===== src/hw/tcpd_pkg.sv =====
/*
 * tcpd_pkg: constants for the three-channel pwm converter block.
 * assumes a 100 MHz reference clock and a word-wide register transfer port.
 */
package tcpd_pkg;
    // ************************************************************
    // register addresses and fields
    // ************************************************************
    localparam logic [7:0]  ADDR_DUTY_CH0    = 8'h44;
    localparam logic [7:0]  ADDR_DUTY_CH1    = 8'h45;
    localparam logic [7:0]  ADDR_DUTY_CH2    = 8'h46;
    localparam logic [8:0]  DUTY_RESET       = 9'h1ff;
    localparam int          DUTY_W           = 9;
    localparam int          WORD_W           = 16;
    localparam int          CKSEL_WIDTH_BIT  = 2;
    localparam int          CKSEL_FREQ_BIT   = 0;
    localparam int          NUM_CH           = 3;
    // ************************************************************
    // timing: basic clock from 100 MHz reference
    // ************************************************************
    localparam int          REF_CLK_HZ       = 100_000_000;
    localparam int          FAST_BASE_HZ     = 1_125_000;
    localparam int          SLOW_BASE_HZ     = 112_500;
    // each period rounds down
    localparam int          FAST_DIV         = REF_CLK_HZ / FAST_BASE_HZ;
    localparam int          SLOW_DIV         = REF_CLK_HZ / SLOW_BASE_HZ;
    localparam int          DIV_W            = 10;
    // phase offsets between channels, in counter steps
    localparam logic [8:0]  PHASE_STEP       = 9'h055;
endpackage : tcpd_pkg


===== src/hw/tcpd_base_clock.sv =====
/*
 * tcpd_base_clock: generates the one-cycle basic clock tick.
 * assumes ref_clk_i at 100 MHz; tick rate picked by a level input.
 */
`timescale 1ns/1ps
module tcpd_base_clock
    import tcpd_pkg::*;
(
    // clock and reset
    input  wire logic ref_clk_i,
    input  wire logic reset_i,
    // control
    input  wire logic slow_i,
    // tick out
    output logic      tick_o
);
    logic [DIV_W-1:0] div_r;
    logic [DIV_W-1:0] div_nxt;
    wire  [DIV_W-1:0] div_last = slow_i ? DIV_W'(SLOW_DIV - 1) : DIV_W'(FAST_DIV - 1);
    wire              div_wrap = (div_r >= div_last);

    // divider restarts as soon as it reaches the selected end
    assign div_nxt = div_wrap ? '0 : div_r + DIV_W'(1);
    assign tick_o  = div_wrap;

    always_ff @(posedge ref_clk_i or posedge reset_i) begin
        if (reset_i) div_r <= '0;
        else         div_r <= div_nxt;
    end
endmodule : tcpd_base_clock


===== src/hw/tcpd_pwm_dac.sv =====
/*
 * tcpd_pwm_dac: three-channel pwm converter with open-drain outputs.
 *
 * signal flow: a divider makes the basic clock tick, one shared counter
 * steps on every tick, each channel adds its own phase to that count and
 * compares the result with its duty register; the comparator result is
 * registered, then routed either to the pin or replaced by the port latch.
 *
 * assumes an external pull-up and low-pass filter on each pin, a processor
 * transfer port moving 16-bit words to and from the buffer, and control
 * inputs that are synchronous to ref_clk_i.
 */
// limitations worth knowing:
// - halt and chip-enable reset are accepted but change nothing
// - clock stop holds every duty at its reset value while it stands
// - the divider rounds down, so the basic clock runs slightly fast
// - the quarter pulse is rounded down to whole reference cycles
// - a width or rate change mid-period gives one irregular period
// - channel 2 storage is the timer modulo; never run both at once
// - unmapped reads return zero and unmapped writes are dropped
// - a duty write acts on the next comparison, not at the wrap
// - pins lag the comparator by two register stages
// - watchdog reset restarts the shared count from zero
// - the bench of flags is level based; no flag is latched here
// - open drain: a high pin level relies on the external pull-up
`timescale 1ns/1ps
module tcpd_pwm_dac
    import tcpd_pkg::*;
(
    // clock and resets
    input  wire logic              ref_clk_i,
    input  wire logic              reset_i,
    input  wire logic              watchdog_stack_reset_i,
    input  wire logic              chip_enable_reset_i,
    input  wire logic              clock_stop_i,
    input  wire logic              halt_i,
    // register transfer port
    input  wire logic [7:0]        reg_addr_i,
    input  wire logic              reg_put_i,
    input  wire logic              reg_get_i,
    input  wire logic [WORD_W-1:0] transfer_buffer_i,
    output logic [WORD_W-1:0]      transfer_buffer_o,
    output logic                   transfer_hit_o,
    // configuration flags
    input  wire logic [3:0]        clock_select_i,
    input  wire logic [NUM_CH-1:0] function_select_i,
    input  wire logic              timer_or_converter_select_i,
    input  wire logic [NUM_CH-1:0] port_latch_i,
    // open-drain pins
    output logic [NUM_CH-1:0]      duty_out_o,
    output logic [NUM_CH-1:0]      duty_out_oe_o,
    // duty storage seen by the timer
    output logic [DUTY_W-1:0]      timer_modulo_o
);
    // ************************************************************
    // decoding
    // ************************************************************
    function automatic logic [1:0] addr_to_ch(input logic [7:0] a);
        case (a)
            ADDR_DUTY_CH0: addr_to_ch = 2'd0;
            ADDR_DUTY_CH1: addr_to_ch = 2'd1;
            ADDR_DUTY_CH2: addr_to_ch = 2'd2;
            default:       addr_to_ch = 2'd3;
        endcase
    endfunction : addr_to_ch

    // 8-bit mode looks only at the low byte of count and duty alike
    function automatic logic [8:0] width_view(input logic [8:0] v, input logic nine);
        width_view = nine ? v : {1'b0, v[7:0]};
    endfunction : width_view

    wire [1:0] sel_ch     = addr_to_ch(reg_addr_i);
    wire       addr_hit   = (sel_ch != 2'd3);
    wire       timer_mode = timer_or_converter_select_i;
    wire       nine_bit   = clock_select_i[CKSEL_WIDTH_BIT];
    wire       slow_clk   = clock_select_i[CKSEL_FREQ_BIT];
    wire       duty_init  = watchdog_stack_reset_i | clock_stop_i;

    // halt and chip-enable reset are not stop conditions: the block runs on
    wire       frozen     = 1'b0 & (halt_i | chip_enable_reset_i);

    // ************************************************************
    // basic clock and shared counter
    // ************************************************************
    logic       tick;
    logic [8:0] count_r;
    logic [8:0] count_nxt;

    tcpd_base_clock u_base (
        .ref_clk_i (ref_clk_i),
        .reset_i   (reset_i),
        .slow_i    (slow_clk),
        .tick_o    (tick)
    );

    // one counter for all channels; 8-bit mode keeps bit 8 at zero
    assign count_nxt = !tick ? count_r :
                       (nine_bit ? count_r + 9'h001
                                 : {1'b0, count_r[7:0] + 8'h01});

    // ************************************************************
    // sub-step phase for the quarter-step offset
    // ************************************************************
    // high time extends by a quarter basic clock beyond the duty value
    logic [DIV_W-1:0] sub_r;
    wire  [DIV_W-1:0] quarter = slow_clk ? DIV_W'(SLOW_DIV / 4) : DIV_W'(FAST_DIV / 4);
    wire              in_quarter = (sub_r < quarter);

    always_ff @(posedge ref_clk_i or posedge reset_i) begin
        if (reset_i) sub_r <= '0;
        else         sub_r <= tick ? '0 : sub_r + DIV_W'(1);
    end

    // shared count; a watchdog reset starts a fresh period
    always_ff @(posedge ref_clk_i or posedge reset_i) begin
        if (reset_i)                              count_r <= '0;
        else if (watchdog_stack_reset_i | frozen) count_r <= '0;
        else                                      count_r <= count_nxt;
    end

    // ************************************************************
    // duty registers and comparators
    // ************************************************************
    logic [DUTY_W-1:0] duty_r [NUM_CH];
    logic [NUM_CH-1:0] cmp_r;
    logic [NUM_CH-1:0] cmp_nxt;

    genvar g;
    generate
        for (g = 0; g < NUM_CH; g++) begin : g_ch
            wire              wr_me = reg_put_i & addr_hit & (sel_ch == 2'(g));
            wire [8:0]        phase = 9'(PHASE_STEP * g);
            // each channel sees the shared count shifted by its own phase
            wire [8:0]        pos9  = count_r + phase;
            wire [8:0]        pos   = width_view(pos9, nine_bit);
            wire [8:0]        dval  = width_view(duty_r[g], nine_bit);
            // greater-than gives high; equal still gives the quarter pulse
            assign cmp_nxt[g] = (dval > pos) | ((dval == pos) & in_quarter);

            // timer mode keeps ch0/ch1 as 8-bit latches; writes store low bits
            always_ff @(posedge ref_clk_i or posedge reset_i) begin
                if (reset_i)        duty_r[g] <= DUTY_RESET;
                else if (duty_init) duty_r[g] <= DUTY_RESET;
                else if (wr_me)     duty_r[g] <= (timer_mode && g < 2)
                                                 ? {1'b0, transfer_buffer_i[7:0]}
                                                 : transfer_buffer_i[DUTY_W-1:0];
            end
        end
    endgenerate

    // one stage here keeps compare glitches off the pins
    always_ff @(posedge ref_clk_i or posedge reset_i) begin
        if (reset_i) cmp_r <= '0;
        else         cmp_r <= cmp_nxt;
    end

    // channel 2 register is the timer modulo storage
    assign timer_modulo_o = duty_r[2];

    // ************************************************************
    // read-back through the transfer buffer
    // ************************************************************
    logic [WORD_W-1:0] rd_r;
    // explicit select keeps the unmapped slot off the end of the array
    wire  [DUTY_W-1:0] rd_duty = (sel_ch == 2'd0) ? duty_r[0] :
                                 (sel_ch == 2'd1) ? duty_r[1] :
                                 (sel_ch == 2'd2) ? duty_r[2] : '0;

    wire  [WORD_W-1:0] rd_nxt = addr_hit ? {7'h00, rd_duty} : '0;

    always_ff @(posedge ref_clk_i or posedge reset_i) begin
        if (reset_i)        rd_r <= '0;
        else if (reg_get_i) rd_r <= rd_nxt;
    end
    assign transfer_buffer_o = rd_r;

    // hit is combinational so the processor sees it in the request cycle
    assign transfer_hit_o    = addr_hit & (reg_put_i | reg_get_i);

    // ************************************************************
    // pin selection
    // ************************************************************
    // pins drive the latch in port mode; clock stop and timer override
    logic [NUM_CH-1:0] pin_r;
    logic [NUM_CH-1:0] pin_nxt;
    wire  [NUM_CH-1:0] pwm_sel = (timer_mode | clock_stop_i) ? '0 : function_select_i;

    assign pin_nxt = (pwm_sel & cmp_r) | (~pwm_sel & port_latch_i);

    always_ff @(posedge ref_clk_i or posedge reset_i) begin
        if (reset_i)                     pin_r <= '0;
        else if (watchdog_stack_reset_i) pin_r <= '0;
        else                             pin_r <= pin_nxt;
    end

    // open drain: enable pulls low, a high level is left to the pull-up
    assign duty_out_o    = '0;
    assign duty_out_oe_o = ~pin_r;
endmodule : tcpd_pwm_dac


===== config.mk =====
export PLATFORM = sky130hd
export DESIGN_NAME = tcpd_pwm_dac
export DESIGN_NICKNAME = d
export VERILOG_FILES = /design/src/hw/tcpd_pkg.sv /design/src/hw/tcpd_base_clock.sv /design/src/hw/tcpd_pwm_dac.sv
export SDC_FILE = /design/constraint.sdc
export NUM_CORES = 1
export LEC_CHECK = 0
export BUFFER_PORTS_ARGS = -buffer_cell sky130_fd_sc_hd__buf_4
export CAP_MARGIN = 5
export CORE_ASPECT_RATIO = 1.1
export CORE_MARGIN = 2
export CORE_UTILIZATION = 57
export DETAILED_ROUTE_END_ITERATION = 6
export PLACE_DENSITY = 0.84
export REMOVE_ABC_BUFFERS = 1
export SLEW_MARGIN = 5
export SYNTH_ARGS = -nofsm -noshare
export SYNTH_HDL_FRONTEND = slang
export SYNTH_SLANG_ARGS = --single-unit

===== constraint.sdc =====
create_clock -name ref_clk_i -period 2.75 [get_ports ref_clk_i]
set_input_delay 0.4125 -clock ref_clk_i [delete_from_list [all_inputs] [get_ports ref_clk_i]]
set_output_delay 0.4125 -clock ref_clk_i [all_outputs]
set_load 0.01 [all_outputs]

# After elaboration in Yosys (flattened, before gate mapping)

Cells that the tools add are included.
W data, S select, Z words.

Register bits after elaboration: 78
Input port bits: 43
Output and inout port bits: 32
Word-level logic and storage cells: 80

Add/subtract/negate cells: 6
Order comparisons: 5
Equal/unequal tests: 9
Muxes and demuxes: 27
Bitwise operators: 19
Reduce and logical (&&, ||, !) cells: 5

Operators with widths:

| operator                | count |
|---|---|
| $mux W9                 | 20 |
| $mux W10                | 3 |
| $eq A9 B9 Y1            | 3 |
| $gt A9 B9 Y1            | 3 |
| $eq A8 B7 Y1 const B    | 3 |
| $add A10 B1 Y10 const B | 2 |
| $ge A10 B10 Y1          | 1 |
| $lt A10 B8 Y1           | 1 |
| $add A9 B1 Y9 const B   | 1 |
| $add A9 B7 Y9 const B   | 1 |
| $add A9 B8 Y9 const B   | 1 |
| $add A8 B1 Y8 const B   | 1 |
| $and A1 B1 Y1           | 8 |
| $mux W8                 | 1 |
| $reduce_bool A2 Y1      | 4 |
| $and A3 B3 Y3           | 2 |
| $mux W3                 | 2 |
| $not A3 Y3              | 2 |
| $or A1 B1 Y1            | 6 |
| $pmux W2 S3             | 1 |
| $or A3 B3 Y3            | 1 |
| $eq A2 B1 Y1 const B    | 1 |
| $eq A2 B2 Y1 const B    | 1 |
| $logic_not A2 Y1        | 1 |
| $ne A2 B2 Y1 const B    | 1 |

# Logic depth before layout (Yosys ltp)

Word-level depth: 7
Depth in mapped cells: 13
Gate-level depth less buffers: 12

# Cells and area by module

Synthesis repeated with hierarchy kept, for this count alone.

Cells, all modules: 482
Area, all modules: 4490.6 um^2

Modules (own cells, without submodules):

| module          | times used | cells an instance | area each (um^2) | seq. area each (um^2) |
|---|---|---|---|---|
| tcpd_pwm_dac    | 1          | 425               | 3926.3           | 1560.2 |
| tcpd_base_clock | 1          | 57                | 564.3            | 250.2 |

# Worst setup path before layout

OpenSTA, ideal clock, no wires.

Kind: register to register
From: register count_r[2]
To: register cmp_r[1]
Setup time: 0.134 ns
Data arrival time: 2.192 ns
Data required time: 2.616 ns
Slack: 0.424 ns
Cell stages (with the launch flop): 14
Clock period less this slack: 2.326 ns
Path through: dfrtp_1 > clkbuf_1 > inv_1 > ha_1 > a21oi_1 > nor2_1 > nor2_1 > o21ai_0 > xnor2_1 > ha_1 > nand4_1 > nor2_1 > and4_1 > a32oi_1

Cells in the longest elaborated chain, start to end: 5
Elaborated cells on any way between the ends: 6

RTL lines:

| item                                                 | line                | text |
|---|---|---|
| from (decl)                                          | tcpd_pwm_dac.sv:86  | `logic [8:0] count_r;` |
| from (signal assigned)                               | tcpd_pwm_dac.sv:118 | `else count_r <= count_nxt;` |
| $add A9 B7 Y9 *                                      | tcpd_pwm_dac.sv:134 | `wire [8:0] pos9 = count_r + phase;` |
| $mux W9 *                                            | tcpd_pwm_dac.sv:69  | `width_view = nine ? v : {1'b0, v[7:0]};` |
| branches (longest 2 deep; another with $gt A9 B9 Y1) | --                  |  |
| $or A1 B1 Y1 *                                       | tcpd_pwm_dac.sv:138 | `assign cmp_nxt[g] = (dval > pos) \| ((dval == pos) & in_quarter);` |
| via cmp_nxt[1]                                       | tcpd_pwm_dac.sv:126 | `logic [NUM_CH-1:0] cmp_nxt;` |
| to (signal assigned)                                 | tcpd_pwm_dac.sv:154 | `else cmp_r <= cmp_nxt;` |
| to (decl)                                            | tcpd_pwm_dac.sv:125 | `logic [NUM_CH-1:0] cmp_r;` |

Mark *: on every way through the listed nets, which the timed path passes.
A chain may end at the register's enable or synchronous reset.

# Worst setup path in the final report

From: register count_r[0]
To: register cmp_r[1]

Same word-level chain as after synthesis.

==> results_dict.tcl <==
set metrics [dict create \
    io_buffers 53 \
    worstReg2RegStart "count_r[0]$_DFFE_PP0P_" \
    critPathArrivalTime_ps 2720 \
    yosys_warnings 0 \
    clockBufferDepth 2 \
    grt_max_degree 40 \
    numCtsBuffers 9 \
    cpPeakStageDelay_ps 460 \
    vias 3522 \
    die-area_sq_um 8660 \
    cp_top_family "compound AO/OA/AOI/OAI gates" \
    max_freq_mhz 399 \
    drv_slew 0 \
    drive_gt1_frac 0.232 \
    yosys.area.top_type "dfrtp_1" \
    avgSynthCellArea_sq_um 9.51 \
    ioPinCount 75 \
    grt_first_pass_wirelength_um 16200 \
    cts_tree "built" \
    synth_enable_flop_cells 0 \
    path_clk_slew_ps 80 \
    crit_fanout 6 \
    worst_slew_pin_slew_ps 720 \
    cp-start-kind "register" \
    coreArea_sq_um 7780 \
    cts_root_buffer "clkbuf_8" \
    rows 34 \
    hpwlAfterDp_um 7170 \
    cp-startpoint "count_r[0]$_DFFE_PP0P_" \
    synthArstFlopShare 1.00 \
    nNetsFinal 602 \
    via_per_inst 5.56 \
    hold-worst-slack_ps 176 \
    ys_top_cells_by_area "dfrtp_1 24%, dfstp_2 16%, ha_1 11%" \
    syn_inst 475 \
    grt_pass1_vias 3525 \
    cp_cell_sequence "ha_1, o21a_1, o21a_1, o21ai_1, xnor2_1, nand2_1, ha_1, nand4_1, nor2_1, and4_1, a32oi_1" \
    clock_skew_ps 12.4 \
    ys_seq_elements 71 \
    hold_class "primary input to async pin" \
    n_antenna_cell 0 \
    post_cts_buffers 0 \
    antenna_found_initial 0 \
    ys_seq_area_frac 0.401 \
    grt_use_met1 0.302 \
    drt_iter0_drc 114 \
    cp.required_ps 2960 \
    period_share 0.912 \
    cts_sinks 71 \
    peakVddDrop_v 0.000397 \
    ctsHoldBuffers 0 \
    die_w_um 88.9 \
    placed_cell_area_sq_um 4950 \
    dr.pass1.iters 4 \
    fin_crit_ps 2510 \
    synth_top_area_frac 0.244 \
    path_class "register to register" \
    yosysMostFrequentCell "nand2_1" \
    power_density_nw_per_um2 532 \
    dieHeight_um 97.4 \
    p_leak_nw 2.38 \
    ant_nets 0 \
    final-hold-violation-count 0 \
    initial_core_util 0.580 \
    design_area_sq_um 5200 \
    setup_tns_ps 0 \
    timing.slew.headroom 0.519 \
    grt.busiest_layer "met2" \
    placedCellCount 618 \
    wl_um 9670 \
    max_cap_viol_count 0 \
    rsz0062_at_grt "no" \
    grt_overflow 0 \
    synthTopCellsByCount "47 x nand2_1, 44 x dfrtp_1, 40 x nor2_1" \
    gp_congestion 0.868 \
    path_buf_inv 0 \
    synth_area_sq_um 4520 \
    grt_use_total 0.238 \
    status "finished, final reports clean" \
    cp-end-kind "register" \
    netlist-cell-type-count 48 \
    route.detailed.drc 0 \
    synth_flop_cell "dfrtp_1" \
    slowest_stage "dfrtp_1" \
    htree_levels 3 \
    use_met3 0.0510 \
    stdcell_count 634 \
    post_drt_wl_per_cell_um 15.3 \
    syn2layout_area_growth_pct 15.2 \
    finalSetupViolations 0 \
    clk_latency_ps 360 \
    use_met2 0.392 \
]
repair_timing:
| item | 4_1_cts | 5_1_grt |
|---|---|---|
| endpoints found under the setup margin | 0 | 1 |
| resized for setup | 0 | 1 |
| endpoints found under the hold margin | 0 | 0 |
routing by layer:
metal	routed length (um)	share of wire
met1	4230	0.44
met3	405	0.042
met2	4850	0.50
met5	0	0
met4	191	0.020
final timing paths:
check                                                     end  slack, ps  cells after the start
worst max-delay path                       cmp_r[1]$_DFF_PP0_        240                     11
worst min-delay path                   count_r[0]$_DFFE_PP0P_        180                      2
worst max register to register             cmp_r[1]$_DFF_PP0_        240                     11
worst min register to register      u_base.div_r[0]$_DFF_PP0_        500                      1
max in group asynchronous              duty_r[17]$_DFFE_PP1P_       1840                      3
min in group ref_clk_i          timer_modulo_o[8]$_DFFE_PP1P_        290                      3
cell type report:
| type | count | area (sq um) |
|---|---|---|
| fill | 644 | 2580 |
| timing repair buffer | 64 | 493 |
| tap | 108 | 135 |
| clock buffer | 12 | 178 |
| multi-input combinational | 340 | 2380 |
| sequential | 71 | 1810 |
| clock inverter | 4 | 73.8 |
| inverter | 35 | 131 |
power by group:
group	total (mW)	switching, mW	internal, mW
registers	1.29	0.130	1.16
logic	0.456	0.245	0.210
clock network	1.02	0.402	0.621
sequential cells by signal, indices dropped and copies added, names as in the netlist:
signal,count
duty_r,18
cmp_r,3
u_base.div_r,10
timer_modulo_o,9
count_r,9
sub_r,10
transfer_buffer_o,9
pin_r,3
cells in the final DEF, fill, tap and decap left out, types with 2 or more instances in the layout:
cell type	count
a21o_1	3
o21a_1	2
nor2b_1	12
o221ai_2	9
a21oi_1	34
xor2_1	15
a32oi_1	2
clkbuf_16	2
o211ai_1	3
a31o_2	3
dfrtp_1	44
or3_1	3
xnor2_1	18
dfstp_2	27
nor2_1	40
nand4b_1	3
o21ai_1	10
conb_1	10
inv_1	33
nand4_1	8
nand2_1	47
nor3_1	2
o21ai_0	10
ha_1	38
buf_4	63
or4b_1	2
and3_1	7
and4_1	4
a211oi_1	2
bufinv_16	2
and2_1	3
nand3_1	12
mux2i_1	24
clkbuf_8	9
nand2b_1	3
kinds of logic after synthesis:
kind of cell               Yosys count  share of synthesized area
and+or+nand+nor                    152                      0.168
other                                1                   0.000830
muxes                               24                     0.0532
AOI/OAI and AO/OA                   83                      0.127
buffers and inverters               73                     0.0809
adders and majority gates           38                      0.105
xor gates and xnor gates            33                     0.0640
DFF                                 71                      0.401
stage by stage:
stage | power [mW] | setup WS (ps) | utilization
global route | 2.91 | 41.6 | 0.668
detailed placement | 1.76 | 275 | 0.636
CTS | 2.79 | 237 | 0.668
floorplan | 1.59 | -273 | -
global placement | 1.73 | 320 | 0.636
finish | 2.77 | 243 | 0.668
No activity file was read; power rests on OpenSTA's default activity.
